**src/rtl/monitor_adc_defines.svh**
```systemverilog
// constants for the monitoring converter sequencer
`ifndef MONITOR_ADC_DEFINES_SVH
`define MONITOR_ADC_DEFINES_SVH

// channel count and result width
`define ADC_CHANNELS       7
`define ADC_CHAN_W         3
`define ADC_RESULT_W       16

// sample-resolution field encodings
`define ADC_SAMPLE_LONG    2'h0
`define ADC_SAMPLE_MID     2'h1
`define ADC_SAMPLE_SHORT   2'h2

// per-channel conversion times in milliseconds
`define ADC_TCONV_LONG_MS  24
`define ADC_TCONV_MID_MS   12
`define ADC_TCONV_SHORT_MS 6

// clock period in nanoseconds and the derived cycle count of a time in ms
`define ADC_CLK_PERIOD_NS  4
`define ADC_MS_TO_CYCLES(ms) (((ms) * 1000000) / `ADC_CLK_PERIOD_NS)

// width of the conversion timer counter
`define ADC_TIMER_W        23

// reset value of every result word
`define ADC_RESULT_RESET   16'h0000

`endif

```
**src/rtl/monitor_adc_pkg.sv**
```systemverilog
// types shared by the monitoring converter sequencer
`include "monitor_adc_defines.svh"

package monitor_adc_pkg;

    // sequencer states, gray along idle -> convert -> paused
    typedef enum logic [1:0]
    {
        ST_IDLE    = 2'b00,
        ST_CONVERT = 2'b01,
        ST_PAUSED  = 2'b11
    } seq_state_t;

    // one result word
    typedef logic [`ADC_RESULT_W-1:0] result_t;

    // status levels arriving from the analog side of the charger
    typedef struct packed
    {
        logic inputAbove;       // input rail above convert-enable threshold
        logic batteryAbove;     // battery above undervoltage release threshold
        logic isolation;        // input isolation mode active
        logic modeChange;       // charger mode change in progress
        logic adapterPresent;   // adapter plugged in
        logic regulatorReady;   // gate regulator enabled from the input rail
    } pin_status_t;

    // request towards the converter core
    typedef struct packed
    {
        logic                  start;    // one-cycle start of a channel
        logic                  abort;    // one-cycle abort of the running channel
        logic [`ADC_CHAN_W-1:0] channel; // channel being converted
        logic [1:0]            sample;   // resolution setting in use
    } conv_req_t;

endpackage : monitor_adc_pkg

```
**src/rtl/conv_timer.sv**
```systemverilog
// conversion-time down counter with start, abort and done pulse
`timescale 1ns/1ps
`include "monitor_adc_defines.svh"

module conv_timer #(
    parameter int unsigned CNT_W = `ADC_TIMER_W
)(
    input  wire logic             clk,
    input  wire logic             reset,
    input  wire logic             start,     // load length and run
    input  wire logic             abort,     // drop the running count
    input  wire logic [CNT_W-1:0] length,    // cycles per conversion, at least one
    output logic                  done,      // one-cycle pulse, length+1 cycles after start
    output logic                  busy       // counting
);

    logic [CNT_W-1:0] cnt_q;    // cycles left
    logic [CNT_W-1:0] cnt_d;
    logic             busy_q;   // running
    logic             busy_d;
    logic             done_q;   // end pulse
    logic             done_d;

    // next count: start beats abort so a restart after an abort is never lost
    always_comb
    begin
        cnt_d  = cnt_q;
        busy_d = busy_q;
        done_d = 1'b0;
        if (start)
        begin
            cnt_d  = length;
            busy_d = 1'b1;
        end
        else if (abort)
        begin
            busy_d = 1'b0;   // a stale end pulse is also suppressed
        end
        else if (busy_q)
        begin
            if (cnt_q <= CNT_W'(1))
            begin
                busy_d = 1'b0;
                done_d = 1'b1;
            end
            else
            begin
                cnt_d = cnt_q - CNT_W'(1);
            end
        end
    end

    // registers only
    always_ff @(posedge clk)
    begin
        if (reset)
        begin
            cnt_q  <= '0;
            busy_q <= 1'b0;
            done_q <= 1'b0;
        end
        else
        begin
            cnt_q  <= cnt_d;
            busy_q <= busy_d;
            done_q <= done_d;
        end
    end

    assign done = done_q;
    assign busy = busy_q;

endmodule : conv_timer

```
**src/rtl/monitor_adc_sequencer.sv**
```systemverilog
// channel sequencer and result store of the monitoring converter
//
// Contract
// - seven channels, each with own enable bit
// - one bit picks continuous or one-shot
// - continuous mode cycles enabled channels forever
// - one-shot runs one pass, then clears enable
// - convert only with run enable and channel enable, except a resume from pause
// - no channel enabled clears run enable at once
// - no valid supply: no conversion, enable cleared
// - mode change aborts, resume at same channel
// - resolution field sets per-channel conversion time
// - results keep last value, zero from reset
// - channel disabled mid-conversion finishes, then skipped
// - idle stays ready, starts when host sets run enable with a channel enabled
// - faults do not stop; host must clear
// - plug-in pauses until gate regulator is up
// - host clear stops at once, results kept
// - switch to one-shot ends after full cycle
// - all channels cleared ends after current channel
// - battery-only running powers up the regulator
// - watchdog expiry clears run enable
`timescale 1ns/1ps
`include "monitor_adc_defines.svh"

module monitor_adc_sequencer #(
    parameter int unsigned NCH          = `ADC_CHANNELS,
    parameter int unsigned TW           = `ADC_TIMER_W,
    parameter int unsigned LONG_CYCLES  = `ADC_MS_TO_CYCLES(`ADC_TCONV_LONG_MS),
    parameter int unsigned MID_CYCLES   = `ADC_MS_TO_CYCLES(`ADC_TCONV_MID_MS),
    parameter int unsigned SHORT_CYCLES = `ADC_MS_TO_CYCLES(`ADC_TCONV_SHORT_MS)
)(
    input  wire logic                           clk,
    input  wire logic                           reset,
    input  wire logic [NCH-1:0]                 chanEnable,      // low bits of converter_option_register
    input  wire logic                           rateContinuous,  // 1 continuous, 0 one-shot
    input  wire logic [1:0]                     sampleSel,       // resolution and conversion time
    input  wire logic                           convEnableSet,   // host writes conversion_enable to 1
    input  wire logic                           convEnableClear, // host writes conversion_enable to 0
    input  wire logic                           watchdogExpired, // watchdog expiry pulse
    input  wire monitor_adc_pkg::pin_status_t   pinStatus,       // asynchronous analog status levels
    input  wire monitor_adc_pkg::result_t       sampleData,      // converter core output word
    output monitor_adc_pkg::conv_req_t          convReq,         // request to the converter core
    output logic                                convEnable,      // conversion_enable read-back
    output logic                                seqBusy,         // a channel is converting or paused
    output logic                                regulatorPowerUp, // request internal_gate_regulator on
    output monitor_adc_pkg::result_t [NCH-1:0]  results          // last valid result per channel
);

    localparam logic [`ADC_CHAN_W-1:0] LAST_CH = `ADC_CHAN_W'(NCH - 1);

    // two-stage synchroniser for the analog status levels
    monitor_adc_pkg::pin_status_t syncA_q;    // first stage, read only by syncB_q
    monitor_adc_pkg::pin_status_t syncB_q;    // safe copy
    logic                         plugPrev_q; // adapter level one cycle back

    always_ff @(posedge clk)
    begin
        if (reset)
        begin
            syncA_q    <= '0;
            syncB_q    <= '0;
            plugPrev_q <= 1'b0;
        end
        else
        begin
            syncA_q    <= pinStatus;
            syncB_q    <= syncA_q;
            plugPrev_q <= syncB_q.adapterPresent;
        end
    end

    // derived conditions
    logic supplyOk;   // either rail good enough to measure
    logic plugEdge;   // adapter just arrived
    logic anyEn;      // at least one channel enabled
    logic hostStop;   // reasons to stop immediately

    assign supplyOk = syncB_q.inputAbove | syncB_q.batteryAbove;
    assign plugEdge = syncB_q.adapterPresent & ~plugPrev_q;
    assign anyEn    = |chanEnable;
    // fault inputs are deliberately absent: only the host, the watchdog and the supply stop a run
    assign hostStop = convEnableClear | watchdogExpired | ~supplyOk;

    // lowest enabled channel strictly above cur, or lowest overall when wrap is set
    function automatic logic [`ADC_CHAN_W:0] pick_next(
        input logic [NCH-1:0]         mask,
        input logic [`ADC_CHAN_W-1:0] cur,
        input logic                   wrap
    );
        logic [`ADC_CHAN_W:0] res;
        res = '0;
        for (int i = NCH - 1; i >= 0; i--)
        begin
            if (mask[i] && (wrap || (`ADC_CHAN_W'(i) > cur)))
            begin
                res = {1'b1, `ADC_CHAN_W'(i)};
            end
        end
        return res;
    endfunction : pick_next

    // sequencer state
    monitor_adc_pkg::seq_state_t  state_q;
    monitor_adc_pkg::seq_state_t  state_d;
    logic [`ADC_CHAN_W-1:0]       chan_q;     // channel converting or interrupted
    logic [`ADC_CHAN_W-1:0]       chan_d;
    logic                         convEn_q;   // conversion_enable
    logic                         convEn_d;
    logic                         plugWait_q; // paused by plug-in, regulator needed
    logic                         plugWait_d;
    monitor_adc_pkg::conv_req_t   req_q;
    monitor_adc_pkg::conv_req_t   req_d;
    logic                         busy_q;
    logic                         busy_d;
    logic                         regUp_q;
    logic                         regUp_d;
    logic                         startNow;   // timer starts this cycle, core request one cycle later
    logic                         abortNow;   // running channel dropped this cycle
    logic                         passEnd;    // one-shot pass just finished
    logic                         timerDone;  // channel conversion finished
    logic [`ADC_CHAN_W:0]         firstEn;    // lowest enabled channel
    logic [`ADC_CHAN_W:0]         higherEn;   // next enabled channel above chan_q
    logic [TW-1:0]                convLen;    // cycles per channel for this setting

    assign firstEn  = pick_next(chanEnable, '0, 1'b1);
    assign higherEn = pick_next(chanEnable, chan_q, 1'b0);

    // conversion time follows the resolution setting; unknown codes take the shortest
    always_comb
    begin
        case (sampleSel)
            `ADC_SAMPLE_LONG: convLen = TW'(LONG_CYCLES);
            `ADC_SAMPLE_MID:  convLen = TW'(MID_CYCLES);
            default:          convLen = TW'(SHORT_CYCLES);
        endcase
    end

    // next state, channel and run enable
    always_comb
    begin
        state_d    = state_q;
        chan_d     = chan_q;
        plugWait_d = plugWait_q | plugEdge;
        startNow   = 1'b0;
        abortNow   = 1'b0;
        passEnd    = 1'b0;
        case (state_q)
            monitor_adc_pkg::ST_IDLE:
            begin
                // stays powered and ready; starts as soon as run enable is set with a channel enabled
                if (convEn_q && anyEn && !hostStop && !syncB_q.modeChange && !plugEdge)
                begin
                    chan_d   = firstEn[`ADC_CHAN_W-1:0];
                    startNow = 1'b1;
                    state_d  = monitor_adc_pkg::ST_CONVERT;
                end
                plugWait_d = 1'b0;
            end
            monitor_adc_pkg::ST_CONVERT:
            begin
                if (hostStop)
                begin
                    abortNow = 1'b1;
                    state_d  = monitor_adc_pkg::ST_IDLE;
                end
                else if (syncB_q.modeChange || plugEdge)
                begin
                    abortNow = 1'b1;
                    state_d  = monitor_adc_pkg::ST_PAUSED;
                end
                else if (timerDone)
                begin
                    if (!convEn_q)
                    begin
                        state_d = monitor_adc_pkg::ST_IDLE;
                    end
                    else if (higherEn[`ADC_CHAN_W])
                    begin
                        chan_d   = higherEn[`ADC_CHAN_W-1:0];
                        startNow = 1'b1;
                    end
                    else if (rateContinuous)
                    begin
                        chan_d   = firstEn[`ADC_CHAN_W-1:0];
                        startNow = 1'b1;
                    end
                    else
                    begin
                        passEnd = 1'b1;
                        state_d = monitor_adc_pkg::ST_IDLE;
                    end
                end
            end
            monitor_adc_pkg::ST_PAUSED:
            begin
                if (hostStop)
                begin
                    state_d = monitor_adc_pkg::ST_IDLE;
                end
                else if (!syncB_q.modeChange && !plugEdge && (!plugWait_q || syncB_q.regulatorReady))
                begin
                    startNow   = 1'b1;
                    plugWait_d = 1'b0;
                    state_d    = monitor_adc_pkg::ST_CONVERT;
                end
            end
            default:
            begin
                state_d = monitor_adc_pkg::ST_IDLE;
            end
        endcase

        // run enable: host set survives the pass end, hard clears win
        convEn_d = convEn_q | convEnableSet;
        if (passEnd)
        begin
            convEn_d = convEnableSet;
        end
        if (convEnableClear || watchdogExpired || !supplyOk || !anyEn)
        begin
            convEn_d = 1'b0;
        end

        req_d.start   = startNow;
        req_d.abort   = abortNow;
        req_d.channel = chan_d;
        req_d.sample  = sampleSel;
        busy_d        = (state_d != monitor_adc_pkg::ST_IDLE);
        // battery-only or isolated running draws the regulator up whenever conversion is enabled
        regUp_d       = convEn_d & (~syncB_q.inputAbove | syncB_q.isolation);
    end

    always_ff @(posedge clk)
    begin
        if (reset)
        begin
            state_q    <= monitor_adc_pkg::ST_IDLE;
            chan_q     <= '0;
            convEn_q   <= 1'b0;
            plugWait_q <= 1'b0;
            req_q      <= '0;
            busy_q     <= 1'b0;
            regUp_q    <= 1'b0;
        end
        else
        begin
            state_q    <= state_d;
            chan_q     <= chan_d;
            convEn_q   <= convEn_d;
            plugWait_q <= plugWait_d;
            req_q      <= req_d;
            busy_q     <= busy_d;
            regUp_q    <= regUp_d;
        end
    end

    // per-channel conversion timer
    conv_timer #(
        .CNT_W (TW)
    ) u_timer (
        .clk    (clk),
        .reset  (reset),
        .start  (startNow),
        .abort  (abortNow),
        .length (convLen),
        .done   (timerDone),
        .busy   ()
    );

    // result store: one word per channel, whole word written only at a clean end
    monitor_adc_pkg::result_t [NCH-1:0] res_q;
    monitor_adc_pkg::result_t [NCH-1:0] res_d;
    logic                               resWrite;   // the finished word is valid

    assign resWrite = (state_q == monitor_adc_pkg::ST_CONVERT) & timerDone & ~hostStop
                      & ~syncB_q.modeChange & ~plugEdge;

    for (genvar g = 0; g < NCH; g++)
    begin : g_result
        always_comb
        begin
            res_d[g] = res_q[g];
            if (resWrite && (chan_q == `ADC_CHAN_W'(g)))
            begin
                res_d[g] = sampleData;
            end
        end

        always_ff @(posedge clk)
        begin
            if (reset)
            begin
                res_q[g] <= `ADC_RESULT_RESET;
            end
            else
            begin
                res_q[g] <= res_d[g];
            end
        end
    end

    assign convReq          = req_q;
    assign convEnable       = convEn_q;
    assign seqBusy          = busy_q;
    assign regulatorPowerUp = regUp_q;
    assign results          = res_q;
endmodule : monitor_adc_sequencer

```
**config.mk**
```make
export PLATFORM = sky130hd
export DESIGN_NAME = monitor_adc_sequencer
export DESIGN_NICKNAME = d
export VERILOG_FILES = /design/src/rtl/monitor_adc_pkg.sv /design/src/rtl/conv_timer.sv /design/src/rtl/monitor_adc_sequencer.sv
export VERILOG_INCLUDE_DIRS = /design/src /design/src/rtl
export SDC_FILE = /design/constraint.sdc
export NUM_CORES = 1
export LEC_CHECK = 0
export ABC_AREA = 1
export ABC_CLOCK_PERIOD_IN_PS = 1950
export BUFFER_PORTS_ARGS = -buffer_cell sky130_fd_sc_hd__buf_2
export CORE_AREA = 2 2 121 123
export DETAILED_ROUTE_END_ITERATION = 10
export DIE_AREA = 0 0 123 125
export MAX_ROUTING_LAYER = met4
export PLACE_DENSITY_LB_ADDON = 0.2
export SYNTH_ARGS = -nofsm -noshare
export SYNTH_HDL_FRONTEND = slang
export SYNTH_SLANG_ARGS = --single-unit
```
**constraint.sdc**
```tcl
create_clock -name clk -period 1.95 [get_ports clk]
set_input_delay 0.39 -clock clk [delete_from_list [all_inputs] [get_ports clk]]
set_output_delay 0.39 -clock clk [all_outputs]
set_load 0.02 [all_outputs]
```
==> flow_summary.ini <==
[worst_setup_path]
start_kind = register
cp.required_ps = 2260
crit_path_frequent_cell = nor2_1
worstSetupPathType = register to register
worstPathCellList = nor2_1 > nand2_1 > nor2_1 > nand4_1 > nand3_2 > nand2_2 > buf_4 > o21ai_0 > nor2_1
reg2reg_to = u_timer.cnt_q[7]
reg2reg_from = u_timer.cnt_q[10]
slowest_delay_ps = 380
r2r_cells = 9
crit_path_top_delay_cell = dfxtp_1
worstSetupEndpointType = register
cp_max_fo = 5
regToRegSetupSlack_ps = 80
arrival_ps = 2170

[min_path]
holdPathStages = 3
min_from = pinStatus[3]
min_to = syncA_q[3]
hp-class = input pin to register

[timing]
drv_slew = 0
timing_hold_violations_final = 0
finalWorstSetupSlack_ps = 83.6
post-route-min-period_ps = 1870
tns_ps = 0
fin_crit_sh_pct = 95.7
max_slew.worst_pin.slew_ps = 565
slew_headroom_pct = 62.4
max_freq_mhz = 536
skew_ps = 9.67
setup_viol = 0
worst_hold_slack_ps = 168
rsz0062_at_grt = false

[global_route]
antenna_found_initial = 0
grt_pass1_vias = 5607
grt_max_degree = 81
grt_pass1_wl_um = 28900
grt_use_total_pct = 24.7
grt_overflow_total = 0

[logic_synthesis]
synth_edf_count = 0
ys_types = 36
ys_seq_area_share_pct = 47.5
synth_area_um2 = 6870
synthTopCellsByCount = dfxtp_1, inv_1, nand2_1
mappedNetlistNets = 976
ys_warn_count = 0
synth.most_common_cell = dfxtp_1
yosys_most_used_dff = dfxtp_1
postSynthAreaPerCell_um2 = 7.37
ys_async_sr_fraction_pct = 0
yosysTopAreaCell = dfxtp_1
synth_cells = 933
synth.top_cell.area_share_pct = 47.5
ys_ff_latch = 163
ys_top_cells_by_area = dfxtp_1, a21oi_1, inv_1

[routing]
vias = 6456
dr.pass1.iters = 5
drc_errors = 0
viasPerCell = 4.92
drt_wl_total_um = 18900
drt-initial-drc-count = 448
wl_per_cell_um = 14.4
antenna_left = 0

[clocking]
clk_pin_slew_ps = 60
root_buffer = clkbuf_16
cts_hold_buf = 0
cts-buffers-inserted = 17
cts_tree = yes
clk_latency_ps = 420
cts_num_sinks = 163
htree_levels = 4
clockBufferDepth = 2

[placement]
dpl.cell_count = 1278
port_buffers = 158
dpl.hpwl_um = 13400
dp_slack_ps = -27.6
gp_congestion = 0.915

[die]
start_util_pct = 48.4
die_w_um = 123
dieArea_um2 = 15400
std_cell_rows = 44
core_um2 = 14200
io_pins = 159
die_h_um = 125

[power_and_ir_drop]
clkPwrFrac_pct = 47.5
p_switching_uw = 1500
pwr-share-seq_pct = 48.4
combinationalPowerShare_pct = 4.0
p_int_uw = 5420
swShare_pct = 21.7
irDropWorstVdd_uv = 559
powerDensity_nw_per_um2 = 792
p_leak_uw = 0.00403

[finish]
antenna_cells = 0
finish.utilization_pct = 61.5
fin_nets = 1160
fillers = 1322
area_growth_pct = 27.2
multiInputGateArea_um2 = 2890
stdcell_count = 1311
regArea_um2 = 3270
drive_gt1_share_pct = 23.9

[run_status]
status = finished, final reports clean

[job]
maxCapViolCount = 0
## sequential cells by signal, indices dropped and copies added (netlist names)
name,cells
convEnable,1
seqBusy,1
u_timer.cnt_q,23
plugPrev_q,1
convReq,7
regulatorPowerUp,1
results,112
u_timer.done,1
state_q,2
syncB_q,6
plugWait_q,1
syncA_q,6
u_timer.busy,1
## layout by cell type, fill, tap and decap left out, types with 9 or more instances in the layout
cell type,netlist,layout
a21oi_1,135,135
buf_2,2,158
buf_4,0,39
clkbuf_16,0,17
dfxtp_1,163,161
inv_1,140,138
nand2_1,138,136
nand2_2,6,9
nand3_1,61,59
nor2_1,82,80
o21ai_0,93,92
o21ai_1,12,13
xnor2_1,9,9
## per-stage QoR
step	total power (uW)	area, um^2
3_3_place_gp	3700	8110
2_1_floorplan	3570	6870
5_1_grt	7140	8740
6_report	6920	8740
4_1_cts	6950	8680
3_5_place_dp	3700	8110
## cell families (layout without fill, tap and decap cells)
kind of cell             Yosys count  count (layout)  share of synthesized area, %
flip-flops                       163             163                          47.5
AO/OA/AOI/OAI                    244             244                          17.9
AND/OR/NAND/NOR                  318             319                          20.8
buffers and inverters            187             380                          10.9
XOR/XNOR                          15              15                          1.91
adder cells (fa/ha/maj)            6               6                          1.09
## how the worst max path moves through the flow
stage | start | end | slack (ps) | cells after the start
2_1_floorplan | state_q[1] | u_timer.cnt_q[14] | 180 | 13
3_3_place_gp | chanEnable[0] | u_timer.cnt_q[7] | -20 | 14
3_5_place_dp | watchdogExpired | u_timer.cnt_q[10] | -30 | 11
4_1_cts | convReq[4] | u_timer.cnt_q[1] | 40 | 13
5_1_grt | convReq[3] | u_timer.cnt_q[7] | 1 | 12
6_report | u_timer.cnt_q[10] | u_timer.cnt_q[7] | 80 | 9
## worst max-delay path, delay by kind of cell, from the launching register on
| kind | cells | cell delay (ps) |
|---|---|---|
| buffers and inverters | 1 | 160 |
| DFF | 1 | 380 |
| AOI/OAI and AO/OA | 1 | 150 |
| and+or+nand+nor | 7 | 1060 |
## power by group through the flow
stage | sequential, uW | combinational, uW | clock [uW]
finish | 3350 | 280 | 3290
global route | 3350 | 307 | 3480
CTS | 3350 | 279 | 3320
detailed placement | 3420 | 278 | 0
global placement | 3420 | 277 | 0
floorplan | 3430 | 140 | 0
## area by class of cell
type / count / area share [%]
clock buffer: 19 / 4.95
clock inverter: 10 / 1.55
inverter: 146 / 6.28
multi-input combinational: 584 / 33.1
sequential: 163 / 37.4
tap: 184 / 2.63
timing repair buffer: 205 / 14.2
## repair_timing
action                                  4_1_cts  5_1_grt
setup buffers                                 0        3
cloned                                        0        1
resized for setup                             1       11
endpoints found under the setup margin        2       61
pin swaps                                     0        3
## layer usage
layer  track usage, %  vias up  wire (um)
met5                -        -          0
met4             6.95        0        242
met3             4.24       21       1080
met2             38.6      202       8750
met1             32.9     2893       8840
li1                 -     3340          -
Power figures use the tool's default switching activity.
